==> config.mk <==
export PLATFORM = sky130hd
export DESIGN_NAME = xwf_core
export DESIGN_NICKNAME = d
export VERILOG_FILES = /design/src/pkg/xwf_pkg.sv /design/src/core/xwf_core.sv
export SDC_FILE = /design/constraint.sdc
export NUM_CORES = 1
export LEC_CHECK = 0
export BUFFER_PORTS_ARGS = -buffer_cell sky130_fd_sc_hd__buf_2
export CORE_MARGIN = 2
export CORE_UTILIZATION = 47
export CTS_CLUSTER_DIAMETER = 30
export DETAILED_ROUTE_END_ITERATION = 8
export MAX_ROUTING_LAYER = met4
export PLACE_DENSITY = 0.75
export SLEW_MARGIN = 20
export SYNTH_ARGS = -nofsm -noshare
export SYNTH_HDL_FRONTEND = slang
export SYNTH_SLANG_ARGS = --single-unit
==> constraint.sdc <==
create_clock -name clk -period 2.1 [get_ports clk]
set_clock_uncertainty 0.2 [all_clocks]
set_input_delay 0.105 -clock clk [delete_from_list [all_inputs] [get_ports clk]]
set_output_delay 0.105 -clock clk [all_outputs]
set_load 0.05 [all_outputs]
==> src/pkg/xwf_pkg.sv <==
package xwf_pkg;
    // ************************************************************
    // Opcode fields, address limits and reset values
    // ************************************************************
    localparam logic [5:0]  OPC_XOR_WF    = 6'h06;
    localparam int          OPC_HI        = 15;
    localparam int          OPC_LO        = 10;
    localparam int          DEST_BIT      = 9;
    localparam int          ACC_BIT       = 8;
    localparam logic [7:0]  IDX_LIMIT     = 8'h5f;
    localparam logic [7:0]  ACC_SPLIT     = 8'h60;
    localparam logic [3:0]  ACC_HIGH_BANK = 4'hf;
    localparam logic [7:0]  W_RESET       = 8'h00;
    localparam logic [11:0] ADDR_RESET    = 12'h000;

    // ************************************************************
    // Types
    // ************************************************************
    typedef enum logic [3:0] {
        XWF_Q1 = 4'h1,
        XWF_Q2 = 4'h2,
        XWF_Q3 = 4'h4,
        XWF_Q4 = 4'h8
    } xwf_phase_t;

    typedef struct packed {
        logic [11:0] addr;
        logic [7:0]  wdata;
        logic        we;
        logic        re;
    } xwf_mem_req_t;

    typedef struct packed {
        logic n;
        logic z;
    } xwf_flags_t;
endpackage

==> src/core/xwf_core.sv <==
`timescale 1ns/10ps
// Function
// - Decode opcode 000110da ffffffff as xor
// - Destination zero writes result to working register
// - Destination one writes result to file register
// - Access zero resolves address in access bank
// - Access one prefixes address with bank select
// - Extended, access zero, f<=95: indexed literal offset
module xwf_core
    import xwf_pkg::*;
(
    input  wire logic         clk,
    input  wire logic         rst_n,
    input  wire logic [15:0]  opcode,
    input  wire logic         ext_mode,
    input  wire logic [3:0]   bank_select_reg,
    input  wire logic [11:0]  index_base,
    input  wire logic [7:0]   mem_rdata,
    output xwf_mem_req_t      mem_req,
    output logic [7:0]        work_reg,
    output xwf_flags_t        flags,
    output logic              busy,
    output logic              done
);
    // ************************************************************
    // Phase sequencer
    // ************************************************************
    xwf_phase_t   ph_q, ph_d;
    logic         hit_q, hit_d, dst_q, dst_d;
    logic [11:0]  addr_q, addr_d;
    logic [7:0]   res_q, res_d, w_q, w_d;
    xwf_flags_t   fl_q, fl_d;
    xwf_mem_req_t req_q, req_d;
    logic         done_q, done_d;
    logic         is_xor;
    logic [11:0]  ea;
    logic [7:0]   f;

    // ************************************************************
    // Address resolution
    // ************************************************************
    assign f      = opcode[7:0];
    assign is_xor = (opcode[OPC_HI:OPC_LO] == OPC_XOR_WF);

    always_comb begin
        if (opcode[ACC_BIT]) begin
            ea = {bank_select_reg, f};
        end else if (ext_mode && f <= IDX_LIMIT) begin
            ea = index_base + {4'h0, f};
        end else if (f < ACC_SPLIT) begin
            ea = {4'h0, f};
        end else begin
            ea = {ACC_HIGH_BANK, f};
        end
    end

    always_comb begin
        ph_d   = ph_q;
        hit_d  = hit_q;
        dst_d  = dst_q;
        addr_d = addr_q;
        res_d  = res_q;
        w_d    = w_q;
        fl_d   = fl_q;
        req_d  = '0;
        done_d = 1'b0;
        case (ph_q)
            XWF_Q1: begin
                hit_d  = is_xor;
                dst_d  = opcode[DEST_BIT];
                addr_d = ea;
                ph_d   = XWF_Q2;
                if (is_xor) begin
                    req_d.addr = ea;
                    req_d.re   = 1'b1;
                end
            end
            XWF_Q2: begin
                if (hit_q) begin
                    res_d = w_q ^ mem_rdata;
                end
                ph_d = XWF_Q3;
            end
            XWF_Q3: begin
                if (hit_q) begin
                    fl_d.n = res_q[7];
                    fl_d.z = (res_q == 8'h00);
                    if (dst_q) begin
                        req_d.addr  = addr_q;
                        req_d.wdata = res_q;
                        req_d.we    = 1'b1;
                    end else begin
                        w_d = res_q;
                    end
                    done_d = 1'b1;
                end
                ph_d = XWF_Q4;
            end
            XWF_Q4: begin
                ph_d = XWF_Q1;
            end
            default: begin
                ph_d = XWF_Q1;
            end
        endcase
    end

    always_ff @(posedge clk) begin
        if (!rst_n) begin
            ph_q   <= XWF_Q1;
            hit_q  <= 1'b0;
            dst_q  <= 1'b0;
            addr_q <= ADDR_RESET;
            res_q  <= W_RESET;
            w_q    <= W_RESET;
            fl_q   <= '0;
            req_q  <= '0;
            done_q <= 1'b0;
        end else begin
            ph_q   <= ph_d;
            hit_q  <= hit_d;
            dst_q  <= dst_d;
            addr_q <= addr_d;
            res_q  <= res_d;
            w_q    <= w_d;
            fl_q   <= fl_d;
            req_q  <= req_d;
            done_q <= done_d;
        end
    end

    // Request registered, so it shows in the phase after it is formed
    assign mem_req  = req_q;
    assign work_reg = w_q;
    assign flags    = fl_q;
    assign done     = done_q;
    assign busy     = hit_q && (ph_q != XWF_Q1);

    // ************************************************************
    // Checks
    // ************************************************************
    a_phase_cycle: assert property (
        @(posedge clk) disable iff (!rst_n)
        ph_q == XWF_Q1 |=> ph_q == XWF_Q2 ##1 ph_q == XWF_Q3
        ##1 ph_q == XWF_Q4)
        else $error("phase order broken");

    a_read_issue: assert property (
        @(posedge clk) disable iff (!rst_n)
        ph_q == XWF_Q1 && is_xor
        |=> mem_req.re && mem_req.addr == $past(ea))
        else $error("read not issued");

    a_no_decode: assert property (
        @(posedge clk) disable iff (!rst_n)
        ph_q == XWF_Q1 && !is_xor
        |=> !mem_req.re ##2 !mem_req.we && !done)
        else $error("foreign opcode acted on");

    a_xor_result: assert property (
        @(posedge clk) disable iff (!rst_n)
        ph_q == XWF_Q3 && hit_q
        |-> res_q == ($past(w_q) ^ $past(mem_rdata)))
        else $error("xor result wrong");

    a_dest_w: assert property (
        @(posedge clk) disable iff (!rst_n)
        ph_q == XWF_Q3 && hit_q && !dst_q
        |=> w_q == $past(res_q) && !mem_req.we)
        else $error("w destination wrong");

    a_dest_f: assert property (
        @(posedge clk) disable iff (!rst_n)
        ph_q == XWF_Q3 && hit_q && dst_q
        |=> mem_req.we && mem_req.wdata == $past(res_q)
        && mem_req.addr == $past(addr_q) && $stable(w_q))
        else $error("f destination wrong");

    a_acc_low: assert property (
        @(posedge clk) disable iff (!rst_n)
        !opcode[ACC_BIT] && !ext_mode && f < ACC_SPLIT
        |-> ea == {4'h0, f})
        else $error("access bank low wrong");

    a_acc_high: assert property (
        @(posedge clk) disable iff (!rst_n)
        !opcode[ACC_BIT] && !ext_mode && f >= ACC_SPLIT
        |-> ea == {ACC_HIGH_BANK, f})
        else $error("access bank high wrong");

    a_bank_sel: assert property (
        @(posedge clk) disable iff (!rst_n)
        opcode[ACC_BIT]
        |-> ea == {bank_select_reg, f})
        else $error("bank select ignored");

    a_index_mode: assert property (
        @(posedge clk) disable iff (!rst_n)
        !opcode[ACC_BIT] && ext_mode && f <= IDX_LIMIT
        |-> ea == index_base + {4'h0, f})
        else $error("indexed offset wrong");

    // Flags are held against the byte actually written, not the xor result
    a_flag_z: assert property (
        @(posedge clk) disable iff (!rst_n)
        done
        |-> flags.z == ((dst_q ? mem_req.wdata : w_q) == 8'h00))
        else $error("zero flag wrong");

    a_flag_n: assert property (
        @(posedge clk) disable iff (!rst_n)
        done
        |-> flags.n == (dst_q ? mem_req.wdata[7] : w_q[7]))
        else $error("negative flag wrong");

    a_done_pulse: assert property (
        @(posedge clk) disable iff (!rst_n)
        done
        |=> !done)
        else $error("done longer than one cycle");

    a_re_pulse: assert property (
        @(posedge clk) disable iff (!rst_n)
        mem_req.re
        |=> !mem_req.re)
        else $error("read longer than one cycle");

    a_busy_span: assert property (
        @(posedge clk) disable iff (!rst_n)
        ph_q == XWF_Q1 && is_xor
        |=> busy [*3] ##1 !busy)
        else $error("busy span wrong");
endmodule

==> impl_metrics.yaml, run 1 <==
clock_tree:
  clock_sinks: 59
  cts_tree: "done"
  root_buffer: "clkbuf_8"
  cts_buffers: 9
  clock_latency_ns: 0.33
  clkTransAtPathRegs_ns: 0.06
  htreeDepth: 3
  clockBufferDepth: 2
placement:
  numPortBuffers: 76
  detailed_place_hpwl_mm: 4.49
  numPlacedInstances: 440
  gp_congestion: 0.836
  place_ws_ns: -0.125
cells_and_area:
  layout.nets: 448
  largest_register_ffs: 22
  layout.cells.non_filler: 473
  num_antenna_cells: 0
  seqCellArea_um2: 1180
  nFillCells: 462
  syn_to_final_growth_pct: 32.9
  multiInputGateArea_um2: 1490
  final_util_pct: 65.2
  drive_above_1_share_pct: 29.4
power:
  finalPower_mw: 2.87
  ir_worst_vdd_mv: 0.790
  total_leakage_power_nw: 1.56
  internal_power_mw: 2.09
  switching_share_pct: 27.1
  powerDensity_nw_per_um2: 794
  switchingPower_mw: 0.775
  power_frac_clock_pct: 38.9
  p_seq_share_pct: 43.5
  power.share.combinational_pct: 17.6
yosys:
  synth_edf_count: 0
  ys_seq_area_share_pct: 43.5
  ys_async_sr_fraction_pct: 0
  synth_commonest_cells: "dfxtp_1 (59), nor2_1 (36), nand2_1 (26)"
  syn_avg_cell_area_um2: 9.24
  syn_inst: 294
  yosysWarnings: 0
  synth.distinct_cells: 53
  synth_top_area_share_pct: 43.5
  synth_area_leaders: "dfxtp_1 (44%), nor2_1 (5.0%), mux2i_1 (4.4%)"
  yosysTopAreaCell: "dfxtp_1"
  syn_area_um2: 2720
  synth-seq-cells: 59
  ys.flop_type: "dfxtp_1"
  synth.most_common_cell: "dfxtp_1"
  synth_fp_nets: 346
timing:
  min_period_ns: 1.95
  hold_viol: 0
  fmax_ghz: 0.513
  fin_crit_sh_pct: 92.8
  finalWorstSetupSlack_ns: 0.151
  slew_headroom_pct: 62.2
  tns_ns: 0
  drv_slew: 0
  rsz0062_at_grt: "false"
  setup_viol: 0
  tightest_slew_ns: 0.567
detailed_routing:
  vias: 2484
  wirelength_mm: 6.49
  routedWlPerCell_um: 13.7
  drtIter0Drc: 143
  drtPass1Iterations: 4
  ant_nets: 0
  viasPerCell: 5.25
  drc: 0
critical_path:
  required_ns: 2.12
  cp.arrival_ns: 1.97
  critPathKind: "input port to flop"
  r2r_slack_ns: 0.30
  reg2regPathDepth: 7
  worstSetupEndpointType: "flop"
  r2r_start: "ph_q[1]$_SDFF_PN0_"
  timing.rr.end: "mem_req[15]$_SDFF_PN0_"
  worst_setup_path_start_kind: "input port"
  endpoint: "mem_req[20]$_SDFF_PN0_"
  worstSetupStartpoint: "opcode[4]"
  crit_fanout: 4
global_route:
  antenna_found_initial: 0
  grt-busiest-layer: "met2"
  use_met2_pct: 37.3
  grt-ovfl-total: 0
  grt_pass1_wl_mm: 11.0
  grtUsageMet3_pct: 6.67
  first_global_vias: 2390
  use_met1_pct: 27.0
  grt_max_degree: 18
  grt_usage_pct: 22.6
floorplanning:
  die_w_um: 80.0
  start_util_pct: 49.0
  num_rows: 27
  die_h_um: 80.0
  core_um2: 5540
  dieArea_um2: 6400
  pin_count: 77
run_status:
  status: "complete, no violations"
worst_hold_path:
  hp-class: "input port to flop"
job:
  maxCapViolations: 0
how the worst min path moves through the flow:
stage | start | endpoint | slack (ns) | depth (start not counted)
2_1_floorplan | opcode[9] | dst_q$_SDFFE_PN0P_ | 0.04 | 2
3_3_place_gp | opcode[9] | dst_q$_SDFFE_PN0P_ | 0.16 | 3
3_5_place_dp | opcode[9] | dst_q$_SDFFE_PN0P_ | 0.16 | 3
4_1_cts | opcode[15] | mem_req[20]$_SDFF_PN0_ | 0.003 | 3
5_1_grt | opcode[15] | mem_req[20]$_SDFF_PN0_ | 0.03 | 3
6_report | opcode[15] | mem_req[20]$_SDFF_PN0_ | 0.01 | 3
what timing repair did:
item,in CTS,in global routing
resized for setup,0,4
endpoints found under the setup margin,0,12
setup buffers,0,0
endpoints found under the hold margin,25,0
hold buffers,18,0
placed cells by master (no fill, tap or decap), types with 7 or more instances in the layout:
cell type      count
a211oi_1          12
a21oi_1           12
and2_1            12
buf_2             75
buf_4              7
clkbuf_8           9
dfxtp_1           59
dlygate4sd3_1     18
ha_1               7
mux2i_1           12
nand2_1           26
nand3_1            8
nor2_1            35
o21ai_0           10
o21ai_1            8
xnor2_1           12
final cells by class:
type / instances / share of cell area [%]
Inverter: 6 / 0.624
Tap cell: 72 / 2.50
Clock buffer: 10 / 3.54
Sequential cell: 59 / 32.7
Multi-Input combinational cell: 220 / 41.3
Timing Repair Buffer: 100 / 16.8
Clock inverter: 6 / 2.50
worst max-delay path, stage by stage:
cell and delay [ns]:
dlygate4sd3_1 0.59, ha_4 0.20, a211oi_4 0.21, nor2_2 0.07, o31ai_2 0.24, xor2_1 0.20, o21ai_1 0.10, a32o_1 0.25
logic make-up after synthesis:
family / synth area share [%]
and+or+nand+nor: 20.0
AOI/OAI and AO/OA: 20.3
DFF: 43.5
xor gates and xnor gates: 4.84
buffers and inverters: 2.44
muxes: 4.42
adders and majority gates: 4.42
layer usage:
layer	share of wire, %	wire (um)	vias to the layer above
met5	0	0	-
met4	1.3	84	0
met3	3.3	215	9
met2	50	3260	56
met1	45	2940	1170
li1	-	-	1249
power by group through the flow:
stage               clock [mW]  sequential (mW)  combinational (mW)
global placement             0             1.27               0.455
finish                    1.12             1.25               0.505
detailed placement           0             1.27               0.466
global route              1.19             1.25               0.564
floorplan                    0             1.26               0.328
CTS                       1.14             1.25               0.496
stage by stage:
stage / cell area (um2) / hold WS (ns)
floorplan: 2720 / 0.0410
global placement: 3190 / 0.156
detailed placement: 3190 / 0.162
CTS: 3590 / 0.00324
global route: 3610 / 0.0262
finish: 3610 / 0.0116
(Power assumes the default switching activity.)
==> run 2: changes to the inputs <==
MAX_ROUTING_LAYER = not set   (was met4)
==> run 2 against run 1 <==
  * Flip-flop and latch count is the same
  * Via count shrank 0.32%
  * Setup slack gained 0.0029 ns
  * Global-route usage shrank 0.50 points
  * Sequential power is essentially flat
  * Register-to-register slack is essentially flat
  * Fmax grew 0.15%
  * Critical path type unchanged
  * Critical endpoint unchanged
==> impl_metrics.yaml, run 2 (synthesis results as in run 1) <==
cells_and_area:
  drive_above_1_share_pct: 29.4
  syn_to_final_growth_pct: 32.9
  nFillCells: 462
  final_util_pct: 65.2
  num_antenna_cells: 0
  largest_register_ffs: 22
  final_common_cell: "buf_2"
  layout.nets: 448
  layout_common_cells: "buf_2 (75), dfxtp_1 (59), nor2_1 (35)"
detailed_routing:
  vias: 2476
  drtIter0Drc: 133
  ant_nets: 0
  drtPass1Iterations: 4
  routedWlPerCell_um: 13.7
  drc: 0
  wirelength_mm: 6.50
  viasPerCell: 5.23
job:
  maxCapViolations: 0
timing:
  slew_headroom_pct: 61.8
  tightest_slew_ns: 0.573
  min_period_ns: 1.95
  tns_ns: 0
  drv_slew: 0
  fin_crit_sh_pct: 92.7
  hold_viol: 0
  whs_ns: 0.00979
  rsz0062_at_grt: "false"
  fmax_ghz: 0.514
  setup_viol: 0
critical_path:
  cp.arrival_ns: 1.97
  cp_cell_sequence: "dlygate4sd3_1 -> ha_4 -> a211oi_4 -> nor2_2 -> o31ai_2 -> xor2_1 -> o21ai_1 -> a32o_1"
  crit_fanout: 4
  slowest_stage: "dlygate4sd3_1"
  slowest_delay_ns: 0.59
  crit_buf_inv: 1
  worst_setup_path_start_kind: "input port"
  critical_path.top_delay_family: "compound AO/OA/AOI/OAI gates"
  required_ns: 2.12
  worstSetupEndpointType: "flop"
  r2r_slack_ns: 0.31
  critPathKind: "input port to flop"
global_route:
  grt-ovfl-total: 0
  grt_max_degree: 18
  grt_pass1_wl_mm: 11.0
  grt_usage_pct: 22.1
  antenna_found_initial: 0
  first_global_vias: 2385
placement:
  detailed_place_hpwl_mm: 4.49
  numPortBuffers: 76
  gp_congestion: 0.824
clock_tree:
  clock_latency_ns: 0.33
  clock_sinks: 59
  cts_tree: "done"
  root_buffer: "clkbuf_8"
  htreeDepth: 3
  cts_buffers: 9
  clkTransAtPathRegs_ns: 0.06
  clockBufferDepth: 2
  post-cts-setup-buffers: 0
floorplanning:
  dieArea_um2: 6400
  core_um2: 5540
  start_util_pct: 49.0
  die_h_um: 80.0
  num_rows: 27
  die_w_um: 80.0
  pin_count: 77
worst_hold_path:
  hp-class: "input port to flop"
power:
  total_leakage_power_nw: 1.56
  ir_worst_vdd_mv: 0.791
  powerDensity_nw_per_um2: 794
run_status:
  status: "complete, no violations"
-- run 2: layer usage --
layer  routed length (um)  up-vias  track usage [%]
met3                  232        4             7.01
met4                   41        0             5.76
met2                 3310       53             37.3
met5                    0        -                0
met1                 2920     1167             27.1
li1                     -     1252                -
-- run 2: area by class of cell --
| cell class | count | area, um2 | area share [%] |
|---|---|---|---|
| Multi-Input combinational cell | 220 | 1490 | 41.3 |
| Timing Repair Buffer | 100 | 608 | 16.8 |
| Clock inverter | 6 | 90.1 | 2.50 |
| Tap cell | 72 | 90.1 | 2.50 |
| Sequential cell | 59 | 1180 | 32.7 |
| Clock buffer | 10 | 128 | 3.54 |
| Inverter | 6 | 22.5 | 0.624 |
-- run 2: what timing repair did --
action / CTS / global route
hold endpoints to repair: 25 / 0
gates resized for setup: 0 / 4
hold buffers: 18 / 0
endpoints found under the setup margin: 0 / 12
-- run 2: path summary, 6_finish.rpt --
check,from,end,cells after the start
worst min register to register,addr_q[9]$_SDFFE_PN0P_,mem_req[19]$_SDFF_PN0_,2
worst max-delay path,opcode[4],mem_req[20]$_SDFF_PN0_,8
worst min-delay path,opcode[15],mem_req[20]$_SDFF_PN0_,3
worst max register to register,ph_q[1]$_SDFF_PN0_,mem_req[15]$_SDFF_PN0_,7
-- run 2: per-stage QoR --
stage	setup WS [ns]	instances	power [mW]	area [um2]
2_1_floorplan	0.0638	294	1.59	2720
3_3_place_gp	-0.0945	440	1.72	3190
3_5_place_dp	-0.125	440	1.74	3190
4_1_cts	0.0232	474	2.88	3590
5_1_grt	0.0359	473	3.01	3610
6_report	0.154	473	2.87	3610
-- run 2: power breakdown --
group          total, mW  internal (mW)  switching [mW]
clock               1.12          0.670           0.445
combinational      0.506          0.226           0.279
sequential          1.25           1.19          0.0516
-- run 2: worst register-to-register path, stage by stage (launching register included) --
cell and delay, ns:
dfxtp_1 0.35, nor2_2 0.22, and3_1 0.28, nand2_1 0.09, nor2_2 0.18, buf_4 0.22
nand2_1 0.08, o21ai_1 0.10
